**src/rtl/pced_defs.svh**
```systemverilog
// register offsets, field positions, reset values and widths for the pin change block
`ifndef PCED_DEFS_SVH
`define PCED_DEFS_SVH
`define PCED_ADDR_W        4
`define PCED_OFS_A_RISE    4'h0
`define PCED_OFS_A_FALL    4'h1
`define PCED_OFS_A_FLAGS   4'h2
`define PCED_OFS_C_RISE    4'h3
`define PCED_OFS_C_FALL    4'h4
`define PCED_OFS_C_FLAGS   4'h5
`define PCED_OFS_IRQ_STAT  4'h6
`define PCED_OFS_IRQ_MASK  4'h7
`define PCED_PIN_W         6
`define PCED_REG_RESET     6'h00
`define PCED_IRQ_BIT       0
`endif

```
**src/rtl/pced_pkg.sv**
```systemverilog
// types shared by the pin change edge detect block
package pced_pkg;
    typedef logic [5:0] pced_pins_t;   // one bit per port pin

    // state of one port slice
    typedef struct packed {
        pced_pins_t sync1;  // first synchroniser stage
        pced_pins_t sync2;  // second synchroniser stage
        pced_pins_t prev;   // last synchronised value
        pced_pins_t rise;   // rising edge enables
        pced_pins_t fall;   // falling edge enables
        pced_pins_t flags;  // sticky change flags
    } pced_port_t;

    // state of the top module
    typedef struct packed {
        logic [7:0] rdata;      // registered read data
        logic       irq_stat;   // combined change flag
        logic       irq_mask;   // combined change enable
    } pced_top_t;
endpackage

```
**src/rtl/pced_port.sv**
```systemverilog
// one six-pin port: synchroniser, edge detect, enables and sticky flags
`timescale 1ns/1ps
`include "pced_defs.svh"
module pced_port
    import pced_pkg::*;
(
    input  wire logic       clk_i,        // system clock
    input  wire logic       reset_n_i,    // async reset, active low
    input  wire pced_pins_t pin_i,        // raw pin levels
    input  wire logic       wr_rise_i,    // write rising enables
    input  wire logic       wr_fall_i,    // write falling enables
    input  wire logic       wr_flags_i,   // write flags
    input  wire pced_pins_t wdata_i,      // write data
    output pced_pins_t      rise_o,       // rising enables
    output pced_pins_t      fall_o,       // falling enables
    output pced_pins_t      flags_o,      // sticky flags
    output logic            edge_o        // any enabled edge this cycle
);
    pced_port_t st;       // registered state
    pced_port_t next_st;  // next state
    pced_pins_t hit;      // enabled edges seen now

    // edge detect and register updates
    always_comb begin
        next_st = st;
        next_st.sync1 = pin_i;
        next_st.sync2 = st.sync1;
        next_st.prev  = st.sync2;
        // rising with rise enable, falling with fall enable
        hit = (st.sync2 & ~st.prev & st.rise)
            | (~st.sync2 & st.prev & st.fall);
        if (wr_rise_i) begin
            next_st.rise = wdata_i;
        end
        if (wr_fall_i) begin
            next_st.fall = wdata_i;
        end
        // software write of zero clears, a new edge wins
        if (wr_flags_i) begin
            next_st.flags = (st.flags & wdata_i) | hit;
        end else begin
            next_st.flags = st.flags | hit;
        end
    end

    // state register
    always_ff @(posedge clk_i or negedge reset_n_i) begin
        if (!reset_n_i) begin
            st <= '0;
        end else begin
            st <= next_st;
        end
    end

    assign rise_o  = st.rise;
    assign fall_o  = st.fall;
    assign flags_o = st.flags;
    assign edge_o  = |hit;
endmodule

```
**src/rtl/pced_top.sv**
```systemverilog
// pin change edge detect for port a and port c with register port and irq
// What this block does
// - port c rising edge sets enabled flag
// - port c falling edge sets enabled flag
// - flags stay set until software writes zero
// - six flag bits, upper two read zero
// - only enabled edge directions set flags
// - port a flags behave like port c
// - any flag set raises combined change flag
//
// The implementer's own choices: strobed register access and the address map.
`timescale 1ns/1ps
`include "pced_defs.svh"
module pced_top
    import pced_pkg::*;
(
    input  wire logic                    CLK_I,        // 40 MHz system clock
    input  wire logic                    RESET_N_I,    // async reset, active low
    input  wire logic [5:0]              PORT_A_PIN_I, // port a pins
    input  wire logic [5:0]              PORT_C_PIN_I, // port c pins
    input  wire logic [`PCED_ADDR_W-1:0] ADDR_I,       // register address
    input  wire logic [7:0]              WDATA_I,      // write data
    input  wire logic                    WR_I,         // write strobe
    input  wire logic                    RD_I,         // read strobe
    output logic      [7:0]              RDATA_O,      // read data, cycle after read
    output logic                         IRQ_O         // change interrupt level
);
    pced_top_t  st;        // registered state
    pced_top_t  next_st;   // next state
    pced_pins_t a_rise;    // port a rising enables
    pced_pins_t a_fall;    // port a falling enables
    pced_pins_t a_flags;   // port a flags
    pced_pins_t c_rise;    // port c rising enables
    pced_pins_t c_fall;    // port c falling enables
    pced_pins_t c_flags;   // port c flags
    logic       a_edge;    // port a edge event
    logic       c_edge;    // port c edge event

    // address match for a write
    function automatic logic wr_hit(input logic [`PCED_ADDR_W-1:0] ofs);
        wr_hit = WR_I && (ADDR_I == ofs);
    endfunction

    // port a slice
    pced_port u_port_a (
        .clk_i      (CLK_I),
        .reset_n_i  (RESET_N_I),
        .pin_i      (PORT_A_PIN_I),
        .wr_rise_i  (wr_hit(`PCED_OFS_A_RISE)),
        .wr_fall_i  (wr_hit(`PCED_OFS_A_FALL)),
        .wr_flags_i (wr_hit(`PCED_OFS_A_FLAGS)),
        .wdata_i    (WDATA_I[5:0]),
        .rise_o     (a_rise),
        .fall_o     (a_fall),
        .flags_o    (a_flags),
        .edge_o     (a_edge)
    );

    // port c slice
    pced_port u_port_c (
        .clk_i      (CLK_I),
        .reset_n_i  (RESET_N_I),
        .pin_i      (PORT_C_PIN_I),
        .wr_rise_i  (wr_hit(`PCED_OFS_C_RISE)),
        .wr_fall_i  (wr_hit(`PCED_OFS_C_FALL)),
        .wr_flags_i (wr_hit(`PCED_OFS_C_FLAGS)),
        .wdata_i    (WDATA_I[5:0]),
        .rise_o     (c_rise),
        .fall_o     (c_fall),
        .flags_o    (c_flags),
        .edge_o     (c_edge)
    );

    // read mux, combined flag and mask
    always_comb begin
        next_st = st;
        next_st.rdata = 8'h00;
        if (RD_I) begin
            unique case (ADDR_I)
                `PCED_OFS_A_RISE:   next_st.rdata = {2'b00, a_rise};
                `PCED_OFS_A_FALL:   next_st.rdata = {2'b00, a_fall};
                `PCED_OFS_A_FLAGS:  next_st.rdata = {2'b00, a_flags};
                `PCED_OFS_C_RISE:   next_st.rdata = {2'b00, c_rise};
                `PCED_OFS_C_FALL:   next_st.rdata = {2'b00, c_fall};
                `PCED_OFS_C_FLAGS:  next_st.rdata = {2'b00, c_flags};
                `PCED_OFS_IRQ_STAT: next_st.rdata = {7'h00, st.irq_stat};
                `PCED_OFS_IRQ_MASK: next_st.rdata = {7'h00, st.irq_mask};
                default:            next_st.rdata = 8'h00;  // unmapped reads zero
            endcase
        end
        if (wr_hit(`PCED_OFS_IRQ_MASK)) begin
            next_st.irq_mask = WDATA_I[`PCED_IRQ_BIT];
        end
        // write one clears, an edge in the same cycle wins
        if (wr_hit(`PCED_OFS_IRQ_STAT) && WDATA_I[`PCED_IRQ_BIT]) begin
            next_st.irq_stat = 1'b0;
        end
        if (a_edge || c_edge) begin
            next_st.irq_stat = 1'b1;
        end
    end

    // state register
    always_ff @(posedge CLK_I or negedge RESET_N_I) begin
        if (!RESET_N_I) begin
            st <= '0;
        end else begin
            st <= next_st;
        end
    end

    assign RDATA_O = st.rdata;
    assign IRQ_O   = st.irq_stat & st.irq_mask;
endmodule

```
**config.mk**
```make
export PLATFORM = sky130hd
export DESIGN_NAME = pced_top
export DESIGN_NICKNAME = d
export VERILOG_FILES = /design/src/rtl/pced_pkg.sv /design/src/rtl/pced_port.sv /design/src/rtl/pced_top.sv
export VERILOG_INCLUDE_DIRS = /design/src /design/src/rtl
export SDC_FILE = /design/constraint.sdc
export NUM_CORES = 1
export LEC_CHECK = 0
export BUFFER_PORTS_ARGS = -buffer_cell sky130_fd_sc_hd__buf_2
export CAP_MARGIN = 20
export CORE_MARGIN = 1
export CORE_UTILIZATION = 50
export DETAILED_ROUTE_END_ITERATION = 6
export PLACE_DENSITY_LB_ADDON = 0.3
export SLEW_MARGIN = 15
export SYNTH_ARGS = -nofsm -noshare
export SYNTH_HDL_FRONTEND = slang
export SYNTH_HIERARCHICAL = 1
export SYNTH_SLANG_ARGS = --single-unit
export TNS_END_PERCENT = 1
```
**constraint.sdc**
```tcl
create_clock -name CLK_I -period 1.4 [get_ports CLK_I]
set_input_delay 0.07 -clock CLK_I [delete_from_list [all_inputs] [get_ports CLK_I]]
set_output_delay 0.07 -clock CLK_I [all_outputs]
set_load 0.02 [all_outputs]
```
==> results of run 1 <==
-- kinds of logic (layout without fill, tap and decap cells) --
logic type,after synthesis,in the layout,share of synthesized area
simple gates,68,68,0.118
other cells,1,2,0.00106
compound gates,39,39,0.0729
buf+inv,53,87,0.108
mux,42,42,0.134
flops,80,80,0.566
-- routing by layer --
layer  up-vias  wire [um]  track usage
li1        995          -            -
met1       995       2990        0.263
met2        44       3020        0.309
met3         8        289       0.0683
met4         0         97       0.0697
met5         -          0            0
-- cells in the mapped netlist, drive strengths merged --
library cell   n
dfrtp         80
buf           52
mux2          42
nand2         20
nand2b        13
o21ai         13
a21o          12
nand3b        12
a21oi          5
a22oi          5
and2           4
and3           3
nor2b          3
a211o          2
nand4          2
nor2           2
nor3           2
nor3b          2
nor4           2
a31oi          1
a32oi          1
and2b          1
and3b          1
conb           1
inv            1
or3b           1
-- registers in the layout (all words and copies together), names as in the netlist, 6 cells and up --
register / flops
u_port_c/st: 6
u_port_c/fall_o: 6
RDATA_O: 6
u_port_c/next_st: 12
u_port_a/next_st: 12
u_port_a/fall_o: 6
u_port_c/flags_o: 6
u_port_a/rise_o: 6
u_port_a/st: 6
u_port_c/rise_o: 6
u_port_a/flags_o: 6
-- final cells by class --
class	count	area [um^2]	area share
Inverter	1	3.75	0.000924
Sequential cell	80	2000	0.493
Tap cell	96	120	0.0296
Clock buffer	10	138	0.0339
Multi-Input combinational cell	151	1160	0.287
Timing Repair Buffer	70	518	0.128
Clock inverter	6	116	0.0287
-- power groups by stage --
stage	registers, mW	clock network [mW]	logic [mW]
floorplan	2.74	0	0.725
global placement	2.78	0	0.670
detailed placement	2.79	0	0.689
CTS	2.75	2.12	0.723
global route	2.78	2.23	0.817
finish	2.74	2.06	0.743
-- per-stage QoR --
stage                      util  instances  instance area [um^2]  setup slack, ns
after global placement    0.537        382                  3650           0.0498
after floorplan               -        284                  3540           0.0694
final                     0.598        414                  4060           0.0799
after detailed placement  0.537        382                  3650          0.00411
after CTS                 0.594        411                  4040           0.0579
after global routing      0.598        414                  4060          0.00227
-- worst paths after layout --
path	from	endpoint	depth (start not counted)	slack [ns]
max in group asynchronous	RESET_N_I	u_port_a/fall_o[3]$_DFFE_PN0P_	3	0.64
min in group asynchronous	RESET_N_I	u_port_a/rise_o[0]$_DFFE_PN0P_	2	0.21
setup reg to reg	u_port_c/fall_o[2]$_DFFE_PN0P_	st[1]$_DFFE_PN0P_	5	0.08
hold reg to reg	u_port_a/next_st[27]$_DFF_PN0_	u_port_a/next_st[21]$_DFF_PN0_	0	0.35
hold / removal	WDATA_I[4]	u_port_c/fall_o[4]$_DFFE_PN0P_	2	0.005
setup / recovery	u_port_c/fall_o[2]$_DFFE_PN0P_	st[1]$_DFFE_PN0P_	5	0.08
-- timing repair --
| action | in CTS | in global routing |
|---|---|---|
| endpoints found under the hold margin | 43 | 0 |
| gates resized for setup | 0 | 1 |
| hold buffers | 13 | 0 |
| endpoints found under the setup margin | 0 | 1 |
| setup buffers | 0 | 3 |
-- worst max-delay path, delay by kind of cell (launching register included) --
family	cells	cell delay (ns)
simple gates	3	0.51
compound gates	2	0.31
flops	1	0.40
==> flow_summary.yaml, run 1 <==
outcome:
  status: "finished, final reports clean"
global_routing:
  antenna_found_initial: 0
  grt_pass1_wl_um: 10800
  grt_usage: 0.200
  grt_pass1_vias: 2127
  grt_max_degree: 35
  grt-ovfl-total: 0
power_and_ir_drop:
  clockPowerShare: 0.372
  pwr-share-comb: 0.134
  seqPwrFrac: 0.494
  intPower_mw: 4.22
  p_per_area_nw_per_um2: 1370
  switching_share: 0.240
  vdd_ir_drop_max_mv: 0.708
  p_leak_nw: 1.79
  finalPower_mw: 5.55
  p_sw_mw: 1.33
floorplanning:
  row_count: 30
  start_util: 0.520
  die_x_um: 86.1
  die_h_um: 86.1
  ios: 37
  die_area_um2: 7410
  core_um2: 6790
setup_path:
  cp_max_fo: 3
  worst_ep_required_time_ns: 1.64
  path_cells: "nand3b_1 -> o21ai_2 -> nor4_2 -> nand2_1 -> a211o_1"
  cpPeakStageDelay_ns: 0.40
  crit_path_end_kind: "flip-flop"
  cp_slowest_cell: "dfrtp_1"
  critPathArrivalTime_ns: 1.56
  crit_type: "flip-flop to flip-flop"
  start_kind: "flip-flop"
detailed_routing:
  drc: 0
  wire_per_inst_um: 15.4
  drtAntennaViolNets: 0
  first_pass_iters: 4
  drt_first_iter_violations: 73
  drt-vias-per-instance: 4.93
  wl_um: 6390
  num_vias: 2042
clock_network:
  cts.sinks: 80
  cts-root-buf: "clkbuf_8"
  cts_buffer_depth: 2
  clkSlewWorstSetupHoldPaths_ns: 0.08
  cts_made_buffers: 9
  htree_levels: 3
  clkLatencyLatePin_ns: 0.35
  cts_tree: "yes"
placed_design:
  portBuffers: 32
  gp_congestion: 0.795
  dp_hpwl_um: 4400
yosys:
  synth.yosys.warnings: 6
  syn-instance-count: 283
  syn-cell-area_um2: 3540
  syn_area_per_cell_um2: 12.5
  yosysSeqAreaShare: 0.566
  synth.ff_latch_count: 80
  ys_top_cells_by_area: "dfrtp_1 57%, buf_4 9.6%, mux2_1 7.6%"
  ys_types: 31
  synth_top_area_frac: 0.566
  synth.largest_area_cell: "dfrtp_1"
sta:
  setup-violations-final: 0
  fin_worst_skew_ns: 0.00984
  final_hold_viol_count: 0
  tns_ns: 0
  finalMaxSlewViolations: 0
  finalCriticalPeriod_ns: 1.32
  rsz0062_at_grt: "no"
  fmax_mhz: 758
  whs_ns: 0.00531
  min_period_over_period: 0.943
cells_and_area:
  drive_above_1_share: 0.318
  mostFrequentLayoutCell: "dfrtp_1"
  layout.nets: 341
  area_delta_synth_final_pct: 14.9
  final_cell_mix: "80 x dfrtp_1, 31 x buf_2, 24 x mux2_1"
  diodes: 0
  fillers: 555
flow_run:
  drv_cap: 0
worst_hold_path:
  hold_path.class: "primary input to flip-flop"
(Power assumes the default switching activity.)
==> run 2: changes to the inputs <==
--- a/config.mk
+++ b/config.mk
@@ -12,6 +12,7 @@
 export CORE_UTILIZATION = 50
 export DETAILED_ROUTE_END_ITERATION = 6
 export PLACE_DENSITY_LB_ADDON = 0.3
+export RECOVER_POWER = 25
 export SLEW_MARGIN = 15
 export SYNTH_ARGS = -nofsm -noshare
 export SYNTH_HDL_FRONTEND = slang
==> constraint.sdc (replaced) <==
create_clock -name CLK_I -period 1.2 [get_ports CLK_I]
set_input_delay 0.06 -clock CLK_I [delete_from_list [all_inputs] [get_ports CLK_I]]
set_output_delay 0.06 -clock CLK_I [all_outputs]
set_load 0.01 [all_outputs]
==> run 2 against run 1 <==
The flow now finishes with violations (setup timing). Largest power group unchanged. Setup slack got worse by 0.16 ns. Critical path depth unchanged. Critical endpoint unchanged. Clock power decreased by 16%. Wire length increased by 3.4%. Global-route usage increased by 0.12 points. First-iteration DRC count increased by 42%. Clock-buffer cell count unchanged. Final cell count increased by 6.8%. Combinational power increased by 39%. Highest routed layer unchanged.
==> flow_summary.yaml, run 2 (synthesis gave the netlist of run 1 again) <==
outcome:
  status: "finished, violations left"
  violations: "setup timing"
clock_network:
  clkLatencyLatePin_ns: 0.35
  cts.sinks: 80
  htree_levels: 3
  cts_made_buffers: 9
  cts-root-buf: "clkbuf_8"
  clkSlewWorstSetupHoldPaths_ns: 0.07
  cts_buffer_depth: 2
  cts_tree: "yes"
setup_path:
  worst_ep_required_time_ns: 1.44
  crit_type: "flip-flop to flip-flop"
  critPathArrivalTime_ns: 1.52
  start_kind: "flip-flop"
  crit_path_end_kind: "flip-flop"
  path_cells: "nand3b_1 -> o21ai_2 -> nor4_2 -> nand2_1 -> a211o_1"
  cp_max_fo: 2
  cpPeakStageDelay_ns: 0.40
  cp_slowest_cell: "dfrtp_1"
floorplanning:
  row_count: 30
  start_util: 0.520
  die_h_um: 86.1
  core_um2: 6790
  ios: 37
  die_x_um: 86.1
  die_area_um2: 7410
sta:
  rsz0062_at_grt: "yes"
  finalCriticalPeriod_ns: 1.28
  setup-violations-final: 1
  tightest_slew_ns: 0.559
  setup_slack_ns: -0.0818
  whs_ns: 0.0233
  relSlewSlack: 0.627
  fmax_mhz: 780
  tns_ns: -0.0818
  final_hold_viol_count: 0
  fin_worst_skew_ns: 0.00617
  finalMaxSlewViolations: 0
  min_period_over_period: 1.07
cells_and_area:
  diodes: 0
  area_delta_synth_final_pct: 19.4
  multiInputGateArea_um2: 1200
  fin_area_um2: 4220
  drive_above_1_share: 0.373
  final-seq-area_um2: 2000
  fillers: 547
  layout.nets: 369
  final_cell_mix: "80 x dfrtp_1, 47 x buf_4, 31 x buf_2"
  mostFrequentLayoutCell: "dfrtp_1"
detailed_routing:
  first_pass_iters: 4
  drt-vias-per-instance: 4.91
  drc: 0
  wl_um: 6610
  drtAntennaViolNets: 0
  top_layer: "met4"
  wl_met3_um: 314
  num_vias: 2169
  wl_met1_um: 3160
  drt_first_iter_violations: 104
  wl_met2_um: 2970
  wire_per_inst_um: 15.0
power_and_ir_drop:
  p_leak_nw: 1.89
  p_per_area_nw_per_um2: 1410
  vdd_ir_drop_max_mv: 0.612
worst_hold_path:
  hold_path.class: "primary input to flip-flop"
placed_design:
  placed_area_um2: 3810
  gp_congestion: 0.808
  portBuffers: 32
  dp_hpwl_um: 4660
global_routing:
  grt_usage: 0.201
  grt_pass1_vias: 2251
  grt-ovfl-total: 0
  grt_max_degree: 38
  grt_pass1_wl_um: 11000
  antenna_found_initial: 0
flow_run:
  drv_cap: 0
[run 2: changes by cell type in the layout (fill, tap and decap cells not counted), sizes merged]
cell / delta
buf: +23
bufinv: -3
clkbuf: +1
clkinv: +1
clkinvlp: +2
dlygate4sd3: +4
[run 2: final cells by class]
cell class | instances | area share
flip-flops and latches | 80 | 0.474
multi-input cells | 151 | 0.284
repair buffers | 98 | 0.171
clock buffers | 10 | 0.0326
well taps | 96 | 0.0285
clock inverters | 6 | 0.00830
inverters | 1 | 0.000889
[run 2: worst paths after layout]
path,slack [ns],depth (start not counted),end,from
max,-0.08,5,st[1]$_DFFE_PN0P_,u_port_c/fall_o[5]$_DFFE_PN0P_
min,0.02,2,u_port_c/rise_o[1]$_DFFE_PN0P_,WDATA_I[1]
max reg2reg,-0.08,5,st[1]$_DFFE_PN0P_,u_port_c/fall_o[5]$_DFFE_PN0P_
min reg2reg,0.35,0,u_port_a/next_st[21]$_DFF_PN0_,u_port_a/next_st[27]$_DFF_PN0_
max in group asynchronous,0.38,3,u_port_c/next_st[18]$_DFF_PN0_,RESET_N_I
min in group asynchronous,0.23,2,u_port_c/next_st[28]$_DFF_PN0_,RESET_N_I
[run 2: per-stage QoR]
step	util	setup slack, ns	instances	power, mW
CTS	0.615	-0.0738	439	5.99
finish	0.621	-0.0818	442	5.95
floorplan	-	-0.0245	284	4.03
global route	0.621	-0.142	442	6.26
detailed placement	0.562	-0.0952	403	4.18
global placement	0.562	-0.0835	403	4.15
[run 2: report_power, final]
part           switching, mW  leakage (nW)  total [mW]  internal (mW)
clock                  0.945        0.0878        1.74          0.791
sequential             0.180         0.928        3.18           3.00
combinational          0.432         0.877        1.03          0.597
total                   1.56          1.89        5.95           4.39
[run 2: what timing repair did]
action | CTS | global route
gates resized for setup | 0 | 5
pin swaps | 0 | 7
hold endpoints to repair | 104 | 0
buffers inserted | 3 | 3
hold buffers | 17 | 0
endpoints found under the setup margin | 1 | 3
[run 2: routing by layer]
| metal | GRT usage | vias up |
|---|---|---|
| met3 | 0.0472 | 16 |
| met5 | 0 | - |
| li1 | - | 1041 |
| met1 | 0.277 | 1066 |
| met2 | 0.296 | 46 |
| met4 | 0.108 | 0 |
[run 2: worst max-delay path, delay by kind of cell, from the launching register on]
family | cells | cell delay (ns)
flip-flops | 1 | 0.40
AO/OA/AOI/OAI | 2 | 0.34
AND/OR/NAND/NOR | 3 | 0.43
==> run 3: changes to the inputs <==
==> constraint.sdc (replaced) <==
create_clock -name CLK_I -period 1 [get_ports CLK_I]
set_input_delay 0.05 -clock CLK_I [delete_from_list [all_inputs] [get_ports CLK_I]]
set_output_delay 0.05 -clock CLK_I [all_outputs]
set_load 0.01 [all_outputs]
==> run 3 against run 2 <==
The run still ends with setup timing left. Utilization increased by 0.28 points. Clock-buffer cell count unchanged. Non-clock buffer count decreased by 8. Setup slack got worse by 0.22 ns. Combinational power increased by 27%. Final cell count decreased by 1.8%. Total power increased by 27%. Clock skew increased by 0.0018 ns. Fmax decreased by 1.4%. Largest power group unchanged. Highest routed layer unchanged.
==> flow_summary.yaml, run 3 (synthesis gave the netlist of run 1 again) <==
outcome:
  status: "finished, violations left"
  violations: "setup timing"
placed_design:
  gp_congestion: 0.871
  portBuffers: 32
  placed_area_um2: 3810
  dp_hpwl_um: 4750
cells_and_area:
  diodes: 0
  final_cell_mix: "80 x dfrtp_1, 37 x buf_4, 30 x buf_2"
  layout.nets: 361
  area_delta_synth_final_pct: 19.9
  fin_util: 0.624
  mostFrequentLayoutCell: "dfrtp_1"
  fin_area_um2: 4240
  final-seq-area_um2: 2000
  drive_above_1_share: 0.385
  multiInputGateArea_um2: 1240
  fillers: 547
clock_network:
  cts_tree: "yes"
  clkSlewWorstSetupHoldPaths_ns: 0.09
  cts_made_buffers: 9
  cts-root-buf: "clkbuf_8"
  htree_levels: 3
  cts.sinks: 80
  clkLatencyLatePin_ns: 0.35
  cts_buffer_depth: 2
global_routing:
  grt_pass1_vias: 2210
  grt_max_degree: 81
  grt-ovfl-total: 0
  antenna_found_initial: 0
  grt_pass1_wl_um: 11100
  grt_usage: 0.206
flow_run:
  drv_cap: 0
floorplanning:
  die_area_um2: 7410
  row_count: 30
  ios: 37
  die_h_um: 86.1
  start_util: 0.520
  core_um2: 6790
  die_x_um: 86.1
sta:
  setup-violations-final: 8
  tightest_slew_ns: 0.722
  relSlewSlack: 0.519
  min_period_over_period: 1.30
  rsz0062_at_grt: "yes"
  fin_worst_skew_ns: 0.00801
  setup_slack_ns: -0.299
  finalCriticalPeriod_ns: 1.30
  tns_ns: -1.07
  final_hold_viol_count: 0
  finalMaxSlewViolations: 0
  fmax_mhz: 770
setup_path:
  worst_ep_required_time_ns: 1.25
  cp_slowest_cell: "dfrtp_1"
  r2r_start: "u_port_a/next_st[18]$_DFF_PN0_"
  path_cells: "nand3b_1 -> o21ai_1 -> nor4_2 -> nand2_1 -> a211o_1"
  crit_type: "flip-flop to flip-flop"
  rr_worst_depth: 5
  critical_path_buf_inv_count: 0
  r2r-end: "st[1]$_DFFE_PN0P_"
  cp_top_family: "simple AND/OR/NAND/NOR gates"
  crit_path_end_kind: "flip-flop"
  critPathArrivalTime_ns: 1.55
  start_kind: "flip-flop"
  cp_max_fo: 3
  cpPeakStageDelay_ns: 0.37
  r2r_setup_slack_ns: -0.30
worst_hold_path:
  hold_path_end: "u_port_c/fall_o[3]$_DFFE_PN0P_"
  min_from: "WDATA_I[3]"
  hold_path.class: "primary input to flip-flop"
  min_path_cells: 2
detailed_routing:
  drc: 0
  first_pass_iters: 5
  drt_first_iter_violations: 121
  num_vias: 2134
  wire_per_inst_um: 15.6
  drt-vias-per-instance: 4.92
  drtAntennaViolNets: 0
  wl_um: 6760
power_and_ir_drop:
  p_leak_nw: 1.88
  p_per_area_nw_per_um2: 1790
  vdd_ir_drop_max_mv: 0.881
## run 3: cell count changes in the layout (fill, tap and decap cells not counted), moves of 2 or more
cell	delta
dlygate4sd3_1	-2
and3_1	-2
buf_4	-10
clkbuf_4	+2
a22oi_1	-3
buf_6	+5
a22oi_2	+3
mux2_4	+3
mux2_2	-3
clkinv_2	-3
## run 3: per-stage QoR
stage / hold slack [ns] / setup slack, ns / total power, mW / instances
5_1_grt: 0.00780 / -0.399 / 7.93 / 434
3_3_place_gp: 0.109 / -0.326 / 5.02 / 402
6_report: 0.0147 / -0.299 / 7.57 / 434
3_5_place_dp: 0.114 / -0.363 / 5.08 / 402
2_1_floorplan: -0.246 / -0.205 / 4.84 / 284
4_1_cts: 0.00255 / -0.307 / 7.63 / 434
## run 3: per-layer routing
metal	vias up	track usage	part of all wire
li1	1028	-	-
met1	1046	0.276	0.47
met2	47	0.314	0.47
met3	13	0.0481	0.036
met4	0	0.106	0.028
met5	-	0	0
## run 3: worst reg2reg max path, delay by kind of cell (launching register included)
| kind | cells | cell delay (ns) |
|---|---|---|
| compound gates | 2 | 0.39 |
| simple gates | 3 | 0.44 |
| flops | 1 | 0.37 |
## run 3: cell type report
class                   count  share of cell area
flip-flops and latches     80               0.472
clock buffers              10              0.0325
well taps                  96              0.0283
clock inverters             6              0.0159
repair buffers             90               0.158
inverters                   1            0.000885
multi-input cells         151               0.292
## run 3: worst max-delay path by stage
stage                                     endpoint                            from  cells after the start
floorplan                        st[1]$_DFFE_PN0P_       u_port_a/st[23]$_DFF_PN0_                      5
global placement    u_port_c/rise_o[2]$_DFFE_PN0P_                       ADDR_I[1]                      4
detailed placement  u_port_c/rise_o[2]$_DFFE_PN0P_                       ADDR_I[1]                      4
CTS                              st[1]$_DFFE_PN0P_       u_port_a/st[23]$_DFF_PN0_                      5
global route                     st[1]$_DFFE_PN0P_  u_port_c/next_st[23]$_DFF_PN0_                      5
finish                           st[1]$_DFFE_PN0P_  u_port_a/next_st[18]$_DFF_PN0_                      5
## run 3: report_power, final
group	total, mW	switching (mW)	internal, mW
combinational	1.31	0.549	0.757
sequential	3.83	0.225	3.60
clock	2.44	1.21	1.23
## run 3: repair_timing
action / in CTS / in global routing
resized for setup: 8 / 11
setup endpoints to repair: 8 / 19
setup buffers: 1 / 0
pin swaps: 10 / 2
endpoints found under the hold margin: 96 / 0
gates cloned: 0 / 0
hold buffers: 15 / 0
